$ cat src/core/lcd_counter_map.svh
// offsets, field positions and timing counts of the decade counter
// assumes: included by its bare name from the package and the core
`ifndef LCD_COUNTER_MAP_SVH
`define LCD_COUNTER_MAP_SVH

`define CLK_PERIOD_NS 100
`define OSC_FREQ_HZ 19000
`define CLK_FREQ_HZ 10000000
`define OSC_HALF_CYC (`CLK_FREQ_HZ / (2 * `OSC_FREQ_HZ))
`define BP_DIVIDE 126
`define BP_HALF_OSC (`BP_DIVIDE / 2)
`define DISABLE_SENSE_NS 1000
`define DISABLE_SENSE_CYC ((`DISABLE_SENSE_NS + `CLK_PERIOD_NS - 1) / `CLK_PERIOD_NS)

`define NUM_DECADES 4
`define NUM_SEGS 29
`define CARRY_DIGIT 4'h8

`define REG_COUNT 12'h000
`define REG_CTRL 12'h004
`define REG_STATUS 12'h008

`define CTRL_SW_HOLD 0
`define CTRL_RESET 32'h0000_0000
`define STAT_SLAVE 0
`define STAT_BP 1
`define STAT_BLANK 2
`define CNT_HALF 16

`endif

$ cat src/core/lcd_counter_pkg.sv
// types shared by the decade counter core
// assumes: lcd_counter_map.svh on the include path
`include "lcd_counter_map.svh"

package lcd_counter_pkg;
    typedef struct packed {
        logic half;
        logic [`NUM_DECADES-1:0][3:0] dec;
    } count_s;

    typedef struct packed {
        logic [11:0] addr;
        logic write;
        logic [31:0] wdata;
    } apb_req_s;

    typedef enum logic {BP_MASTER, BP_SLAVE} bp_mode_e;
endpackage

$ cat src/core/lcd_decade_counter.sv
// four and a half decade counter with static lcd segment drive and apb
// assumes: all pins synchronous to pclk; pullups on the open-high inputs
// are outside this core, so an open pin arrives here as a 1
//
// Function
// - one backplane, 29 separate segment outputs
// - oscillator held low: slave to backplane terminal
// - backplane is oscillator divided by 126
// - free-running oscillator near 19 kHz
// - ignore oscillator lows shorter than one microsecond
// - four resettable ripple-carry decimal decades
// - count on each falling count-input edge
// - carry falls on wrap 9999 to 0000
// - carry-clocked half-digit flop stays set
// - decades keep counting after half-digit set
// - reset low clears decades and half-digit
// - hold freezes first stage, clock untouched
// - each decade has its own segment decoder
// - store low follows decoders, high holds
// - blanking input high blanks leading zeros
// - input low or half set shows zeros
// - blank output high only when all blanked
// - control inputs read high when open
// - displayed range reaches 19999
//
// Design decisions made here: the placing of the registers and register access over APB.
`timescale 1ns/1ps
`default_nettype none
`include "lcd_counter_map.svh"

module lcd_decade_counter
    import lcd_counter_pkg::*;
#(
    parameter int OSC_HALF = `OSC_HALF_CYC,
    parameter int SENSE_CYC = `DISABLE_SENSE_CYC
) (
    // apb
    input wire logic pclk,
    input wire logic presetn,
    input wire logic psel,
    input wire logic penable,
    input wire logic pwrite,
    input wire logic [11:0] paddr,
    input wire logic [31:0] pwdata,
    output logic [31:0] prdata,
    output logic pready,
    output logic pslverr,
    // counter control
    input wire logic count_in,
    input wire logic count_hold_n,
    input wire logic reset_n,
    input wire logic store_n,
    output logic carry_out,
    // blanking chain
    input wire logic blank_chain_in,
    output logic blank_chain_out,
    // oscillator node
    input wire logic osc_ext_sel,
    input wire logic osc_ext_in,
    // backplane terminal and segments
    input wire logic backplane_terminal_i,
    output logic backplane_terminal_o,
    output logic backplane_terminal_oe,
    output logic [`NUM_SEGS-1:0] seg
);

    localparam int HW = $clog2(OSC_HALF + 1);
    localparam int SW = $clog2(SENSE_CYC + 1);
    localparam int DW = $clog2(`BP_HALF_OSC + 1);

    function automatic logic [6:0] seg7(input logic [3:0] v);
        // bits g..a
        case (v)
            4'h0: seg7 = 7'h3F;
            4'h1: seg7 = 7'h06;
            4'h2: seg7 = 7'h5B;
            4'h3: seg7 = 7'h4F;
            4'h4: seg7 = 7'h66;
            4'h5: seg7 = 7'h6D;
            4'h6: seg7 = 7'h7D;
            4'h7: seg7 = 7'h07;
            4'h8: seg7 = 7'h7F;
            4'h9: seg7 = 7'h6F;
            default: seg7 = 7'h00;
        endcase
    endfunction

    count_s cnt_q;
    logic count_prev_q;
    logic carry_q;
    logic [31:0] ctrl_q;
    logic fall;
    logic inc;
    logic [`NUM_DECADES:0] rip;
    logic [`NUM_DECADES-1:0] blank;
    logic [`NUM_SEGS-1:0] pattern;
    logic [`NUM_SEGS-1:0] latch_q;
    logic blank_latch_q;
    logic [HW-1:0] osc_cnt_q;
    logic osc_int_q;
    logic osc_prev_q;
    logic osc_node;
    logic osc_rise;
    logic [SW-1:0] low_cnt_q;
    bp_mode_e mode_q;
    logic [DW-1:0] div_q;
    logic bp_int_q;
    logic phase;
    apb_req_s req;

    // counting
    always_ff @(posedge pclk or negedge presetn) begin
        if (!presetn) begin
            count_prev_q <= 1'b0;
        end else begin
            count_prev_q <= count_in;
        end
    end

    assign fall = count_prev_q & ~count_in;
    // first stage frozen by its enable, the sampling clock keeps running
    assign inc = fall & count_hold_n & ~ctrl_q[`CTRL_SW_HOLD];
    assign rip[0] = inc;

    generate
        for (genvar i = 0; i < `NUM_DECADES; i++) begin : g_dec
            // ripple carry out of a decade at its 9 to 0 step
            assign rip[i+1] = rip[i] & (cnt_q.dec[i] == 4'h9);
            always_ff @(posedge pclk or negedge presetn) begin
                if (!presetn) begin
                    cnt_q.dec[i] <= 4'h0;
                end else if (!reset_n) begin
                    cnt_q.dec[i] <= 4'h0;
                end else if (rip[i]) begin
                    cnt_q.dec[i] <= (cnt_q.dec[i] == 4'h9) ? 4'h0 :
                        cnt_q.dec[i] + 4'h1;
                end
            end
        end
    endgenerate

    // carry is the top decade msb, so it falls on 9999 to 0000
    always_ff @(posedge pclk or negedge presetn) begin
        if (!presetn) begin
            carry_q <= 1'b0;
        end else if (!reset_n) begin
            carry_q <= 1'b0;
        end else begin
            carry_q <= cnt_q.dec[3] >= `CARRY_DIGIT;
        end
    end

    always_ff @(posedge pclk or negedge presetn) begin
        if (!presetn) begin
            cnt_q.half <= 1'b0;
        end else if (!reset_n) begin
            cnt_q.half <= 1'b0;
        end else if (carry_q && cnt_q.dec[3] < `CARRY_DIGIT) begin
            cnt_q.half <= 1'b1;
        end
    end

    // decode, blank and store
    assign blank[3] = blank_chain_in & ~cnt_q.half &
        (cnt_q.dec[3] == 4'h0);
    generate
        for (genvar i = 0; i < `NUM_DECADES; i++) begin : g_seg
            if (i < `NUM_DECADES - 1) begin : g_chain
                assign blank[i] = blank[i+1] &
                    (cnt_q.dec[i] == 4'h0);
            end
            assign pattern[7*i +: 7] = seg7(cnt_q.dec[i]) &
                ~{7{blank[i]}};
        end
    endgenerate
    assign pattern[`NUM_SEGS-1] = cnt_q.half;

    // open inputs arrive high, so an open store pin holds
    always_ff @(posedge pclk or negedge presetn) begin
        if (!presetn) begin
            latch_q <= '0;
            blank_latch_q <= 1'b0;
        end else if (!store_n) begin
            latch_q <= pattern;
            blank_latch_q <= blank[0];
        end
    end

    // oscillator
    always_ff @(posedge pclk or negedge presetn) begin
        if (!presetn) begin
            osc_cnt_q <= '0;
            osc_int_q <= 1'b0;
        end else if (osc_cnt_q == HW'(OSC_HALF - 1)) begin
            osc_cnt_q <= '0;
            osc_int_q <= ~osc_int_q;
        end else begin
            osc_cnt_q <= osc_cnt_q + 1'b1;
        end
    end

    assign osc_node = osc_ext_sel ? osc_ext_in : osc_int_q;
    assign osc_rise = osc_node & ~osc_prev_q;

    always_ff @(posedge pclk or negedge presetn) begin
        if (!presetn) begin
            osc_prev_q <= 1'b0;
        end else begin
            osc_prev_q <= osc_node;
        end
    end

    // only a low lasting the full sense time selects slave mode
    always_ff @(posedge pclk or negedge presetn) begin
        if (!presetn) begin
            low_cnt_q <= '0;
            mode_q <= BP_MASTER;
        end else if (!osc_ext_sel || osc_ext_in) begin
            low_cnt_q <= '0;
            mode_q <= BP_MASTER;
        end else if (low_cnt_q == SW'(SENSE_CYC - 1)) begin
            mode_q <= BP_SLAVE;
        end else begin
            low_cnt_q <= low_cnt_q + 1'b1;
        end
    end

    always_ff @(posedge pclk or negedge presetn) begin
        if (!presetn) begin
            div_q <= '0;
            bp_int_q <= 1'b0;
        end else if (osc_rise) begin
            if (div_q == DW'(`BP_HALF_OSC - 1)) begin
                div_q <= '0;
                bp_int_q <= ~bp_int_q;
            end else begin
                div_q <= div_q + 1'b1;
            end
        end
    end

    // drivers
    assign phase = (mode_q == BP_SLAVE) ? backplane_terminal_i : bp_int_q;

    always_ff @(posedge pclk or negedge presetn) begin
        if (!presetn) begin
            seg <= '0;
            backplane_terminal_o <= 1'b0;
            backplane_terminal_oe <= 1'b1;
            carry_out <= 1'b0;
            blank_chain_out <= 1'b0;
        end else begin
            seg <= latch_q ^ {`NUM_SEGS{phase}};
            backplane_terminal_o <= bp_int_q;
            backplane_terminal_oe <= (mode_q == BP_MASTER);
            carry_out <= carry_q;
            blank_chain_out <= blank_latch_q;
        end
    end

    // apb slave: answer on the second access cycle
    assign req = '{addr: paddr, write: pwrite, wdata: pwdata};

    always_ff @(posedge pclk or negedge presetn) begin
        if (!presetn) begin
            pready <= 1'b0;
            pslverr <= 1'b0;
            prdata <= '0;
            ctrl_q <= `CTRL_RESET;
        end else if (psel && penable && !pready) begin
            pready <= 1'b1;
            pslverr <= 1'b0;
            prdata <= '0;
            if (req.addr == `REG_COUNT) begin
                if (!req.write) begin
                    prdata <= {15'h0000, cnt_q.half, cnt_q.dec};
                end
            end else if (req.addr == `REG_CTRL) begin
                if (req.write) begin
                    ctrl_q <= {31'h0000_0000, req.wdata[`CTRL_SW_HOLD]};
                end else begin
                    prdata <= ctrl_q;
                end
            end else if (req.addr == `REG_STATUS) begin
                if (!req.write) begin
                    prdata <= {29'h0000_0000, blank_latch_q, phase,
                        mode_q == BP_SLAVE};
                end
            end else begin
                pslverr <= 1'b1;
            end
        end else begin
            pready <= 1'b0;
            pslverr <= 1'b0;
        end
    end

    // checks
    a_hold_freezes: assert property (
        @(posedge pclk) disable iff (!presetn)
        (!count_hold_n && reset_n) |=> $stable(cnt_q.dec))
        else $error("count moved while held");

    a_count_step: assert property (
        @(posedge pclk) disable iff (!presetn)
        (inc && reset_n && cnt_q.dec[0] != 4'h9)
        |=> cnt_q.dec[0] == $past(cnt_q.dec[0]) + 4'h1)
        else $error("count did not advance by one");

    a_reset_clears: assert property (
        @(posedge pclk) disable iff (!presetn)
        !reset_n |=> (cnt_q.dec == '0 && !cnt_q.half))
        else $error("reset did not clear counter");

    a_carry_wrap: assert property (
        @(posedge pclk) disable iff (!presetn)
        (inc && reset_n && cnt_q.dec == 16'h9999)
        |-> ##2 $fell(carry_q))
        else $error("carry did not fall on wrap");

    a_half_sets: assert property (
        @(posedge pclk) disable iff (!presetn)
        ($fell(carry_q) && reset_n && $past(reset_n)) |-> cnt_q.half)
        else $error("half digit not set by carry");

    a_half_cause: assert property (
        @(posedge pclk) disable iff (!presetn)
        $rose(cnt_q.half) |-> $fell(carry_q))
        else $error("half digit set without a carry fall");

    a_half_sticky: assert property (
        @(posedge pclk) disable iff (!presetn)
        (cnt_q.half && reset_n) |=> cnt_q.half)
        else $error("half digit lost without reset");

    a_store_holds: assert property (
        @(posedge pclk) disable iff (!presetn)
        store_n |=> $stable(latch_q))
        else $error("segment latch moved while holding");

    a_blank_empty: assert property (
        @(posedge pclk) disable iff (!presetn)
        blank_latch_q |-> latch_q == '0)
        else $error("blank chain out with a lit segment");

    a_slave_sense: assert property (
        @(posedge pclk) disable iff (!presetn)
        $rose(osc_ext_sel && !osc_ext_in) ##0
        (osc_ext_sel && !osc_ext_in)[*8] |-> mode_q == BP_MASTER)
        else $error("short oscillator low disabled backplane");

    a_slave_enter: assert property (
        @(posedge pclk) disable iff (!presetn)
        (osc_ext_sel && !osc_ext_in)[*8] ##1
        (osc_ext_sel && !osc_ext_in)[*4] |-> mode_q == BP_SLAVE)
        else $error("long oscillator low did not select slave mode");

    a_slave_mode: assert property (
        @(posedge pclk) disable iff (!presetn)
        (mode_q == BP_SLAVE) |=> (!backplane_terminal_oe &&
        seg == ($past(latch_q) ^ {`NUM_SEGS{$past(backplane_terminal_i)}})))
        else $error("slave mode drove backplane or wrong phase");

    a_seg_phase: assert property (
        @(posedge pclk) disable iff (!presetn)
        backplane_terminal_oe |->
        seg == ($past(latch_q) ^ {`NUM_SEGS{backplane_terminal_o}}))
        else $error("segment phase wrong against own backplane");

endmodule // lcd_decade_counter

`default_nettype wire
$ cat config.mk
export PLATFORM = sky130hd
export DESIGN_NAME = lcd_decade_counter
export DESIGN_NICKNAME = d
export VERILOG_FILES = /design/src/core/lcd_counter_pkg.sv /design/src/core/lcd_decade_counter.sv
export VERILOG_INCLUDE_DIRS = /design/src /design/src/core
export SDC_FILE = /design/constraint.sdc
export NUM_CORES = 1
export LEC_CHECK = 0
export BUFFER_PORTS_ARGS = -buffer_cell sky130_fd_sc_hd__buf_2
export CORE_ASPECT_RATIO = 0.5
export CORE_MARGIN = 3
export CORE_UTILIZATION = 55
export CTS_CLUSTER_DIAMETER = 100
export DETAILED_ROUTE_END_ITERATION = 12
export GPL_ROUTABILITY_DRIVEN = 0
export GPL_TIMING_DRIVEN = 0
export PLACE_DENSITY_LB_ADDON = 0.3
export SYNTH_ARGS = -nofsm -noshare
export SYNTH_HDL_FRONTEND = slang
export SYNTH_SLANG_ARGS = --single-unit
export TNS_END_PERCENT = 100
$ cat constraint.sdc
create_clock -name pclk -period 2.7 [get_ports pclk]
set_clock_uncertainty 0.1 [all_clocks]
set_input_delay 0.405 -clock pclk [delete_from_list [all_inputs] [get_ports pclk]]
set_output_delay 0.405 -clock pclk [all_outputs]
set_load 0.1 [all_outputs]
==> out/results.tsv <==
metric	value	unit
initial_core_util	59.2	%
vias	4436	
grt_overflow	0	
relSlewSlack	42.9	%
switching_share	38.8	%
port-buffer-count	75	
drt_wl_total	12.8	mm
synth_area_per_cell	10.6	sq um
die_y	78.9	um
rsz0062_at_grt	no	
period_minus_slack	2.51	ns
cts_tree	yes	
cts_made_buffers	17	
ys_async_sr_fraction	100	%
areaGrowthSynthToFinish	22.0	%
cp.arrival	2.71	ns
grt_max_degree	105	
nets	746	
drv_cap	0	
p_int	0.00393	W
ys_warn_count	0	
synth_edf_count	0	
drive_above_1_share	20.6	%
cts_sinks	125	
clk_latency	0.41	ns
final_util	72.2	%
synth_seq_cells	125	
netlist_instances	550	
place_hpwl	8.67	mm
whs	0.0304	ns
drv_slew	0	
grt_pass1_vias	4384	
yosysSeqAreaShare	53.5	%
final-setup-viol-count	0	
clock-root-buffer	clkbuf_16	
synthDistinctLibCells	55	
antenna_found_initial	0	
drtAntennaViolNets	0	
drc	0	
p_seq_share	34.4	%
cts.htree.levels	4	
status	finished clean	
period_share	93.1	%
fmax	398	MHz
holdCritPathClass	in -> reg	
dr.pass1.iters	5	
path_max_fanout	8	
ys.flop_type	dfrtp_1	
drtIter0Drc	335	
tightest_slew	0.856	ns
grt_pass1_wl	21.8	mm
power_density	899	nW/um^2
avgViaCountPerCell	5.48	
cp_data_required_time	2.90	ns
post_drt_wl_per_cell	15.9	um
dieArea	12000	sq um
core	9880	sq um
start_kind	register	
p_switching	0.00249	W
num_rows	25	
fp.dieW	152	um
track_usage	22.7	%
crit_path_end_kind	register	
ir_worst_vdd	0.466	mV
num_antenna_cells	0	
pin_count	124	
power_frac_comb	29.2	%
criticalPathCategory	reg -> reg	
hold_viol_final	0	
cts_max_path_buffers	2	
p_leak	3.44	nW
syn_area	5850	sq um
tns	0	ns
p_clk_share	36.3	%
path_clk_slew	0.05	ns
cell type report:
cell class,count,area [sq um]
flip-flops and latches,125,3130
well taps,135,169
clock buffers,21,470
clock inverters,11,140
multi-input cells,372,2480
inverters,25,93.8
fillers,722,2750
plain buffers,42,219
repair buffers,79,434
Yosys cell counts (all sizes together) (3+ instances only):
| cell | number | share of area [%] |
|---|---|---|
| dfrtp | 124 | 53 |
| nand2 | 50 | 3.2 |
| xnor2 | 37 | 5.5 |
| o21ai | 33 | 2.8 |
| nor2 | 31 | 2.0 |
| ha | 27 | 5.8 |
| inv | 25 | 1.6 |
| a22o | 21 | 3.1 |
| buf | 21 | 2.4 |
| clkbuf | 21 | 1.4 |
| a21oi | 18 | 1.5 |
| nand3 | 15 | 1.3 |
| nor2b | 12 | 1.3 |
| and3 | 10 | 1.1 |
| nor3 | 9 | 0.77 |
| a21boi | 7 | 0.90 |
| nand2b | 7 | 0.75 |
| nor3b | 7 | 0.90 |
| mux2i | 6 | 1.0 |
| nand3b | 6 | 0.77 |
| nor4 | 6 | 0.75 |
| and2 | 5 | 0.53 |
| o31ai | 5 | 0.64 |
| xor2 | 5 | 0.75 |
| a221oi | 4 | 0.60 |
| nand4 | 4 | 0.43 |
| or2 | 4 | 0.43 |
| a211oi | 3 | 0.38 |
| a32o | 3 | 0.51 |
worst max-delay path: stages, from the launching register on:
cell and delay [ns]:
dfrtp_1 0.44, inv_1 0.16, ha_1 0.19, nor2b_2 0.22, nand4b_1 0.25, or4_1 0.57, clkbuf_1 0.20, a32o_1 0.26
layer usage:
metal	wire, um	track usage (%)
met5	0	0
met4	170	7.00
met3	876	5.23
met2	5820	36.3
met1	5970	31.3
cells by family after synthesis:
group           Yosys count  synth area share (%)
compound gates          104                  12.0
flops                   125                  53.5
fa+ha+maj                27                  5.77
other cells               1                0.0641
simple gates            176                  15.7
mux                       8                  1.41
buf+inv                  67                  5.35
xor+xnor                 42                  6.29
placed cells by master, fill, tap and decap left out, types with 7 or more instances in the layout:
cell type  instances
nor3b_1            7
clkbuf_16         17
nor2b_1           11
nand2b_1           7
nand3_1           15
a21oi_1           18
nor3_1             9
clkbuf_1          21
nand2_1           50
conb_1            15
a22o_1            21
buf_4             17
and3_1            10
nor2_1            31
buf_2             77
xnor2_1           37
dfrtp_1          124
ha_1              27
o21ai_0           33
inv_1             25
power groups by stage:
stage          clock network, W  logic [W]  registers (W)
3_3_place_gp                  0    0.00185        0.00223
5_1_grt                 0.00243    0.00196        0.00223
3_5_place_dp                  0    0.00188        0.00224
2_1_floorplan                 0   0.000411        0.00337
6_report                0.00233    0.00188        0.00221
4_1_cts                 0.00234    0.00189        0.00221
sequential cells by signal, indices dropped and copies added (netlist names), 4 cells and up:
signal     count
cnt_q         17
osc_cnt_q      9
div_q          6
seg           29
low_cnt_q      4
prdata        17
latch_q       29
per-stage QoR:
step | instances | worst slack, ns | total power (W) | instance area, sq um
2_1_floorplan | 564 | 0.510 | 0.00378 | 5900
3_3_place_gp | 774 | -0.416 | 0.00408 | 6450
3_5_place_dp | 775 | 0.00466 | 0.00411 | 6480
4_1_cts | 808 | 0.0632 | 0.00643 | 7110
5_1_grt | 810 | 0.0257 | 0.00662 | 7140
6_report | 810 | 0.185 | 0.00642 | 7140
path summary, 6_finish.rpt:
path / start / end / slack (ns) / cells past startpoint
worst max-delay path: cnt_q[12] / latch_q[3] / 0.19 / 7
max in group asynchronous: presetn / backplane_terminal_oe / 1.43 / 3
worst min register to register: carry_q / carry_out / 0.30 / 0
worst max register to register: cnt_q[12] / latch_q[3] / 0.19 / 7
worst min-delay path: count_in / count_prev_q / 0.03 / 1
min in group asynchronous: presetn / prdata[0] / 0.31 / 2
what timing repair did:
action / 4_1_cts / 5_1_grt
setup endpoints to repair: 6 / 8
pin swaps: 0 / 1
gates resized for setup: 1 / 2
setup buffers: 0 / 2
cloned: 0 / 0
hold buffers: 1 / 0
hold endpoints to repair: 21 / 0
(Power assumes the default switching activity.)
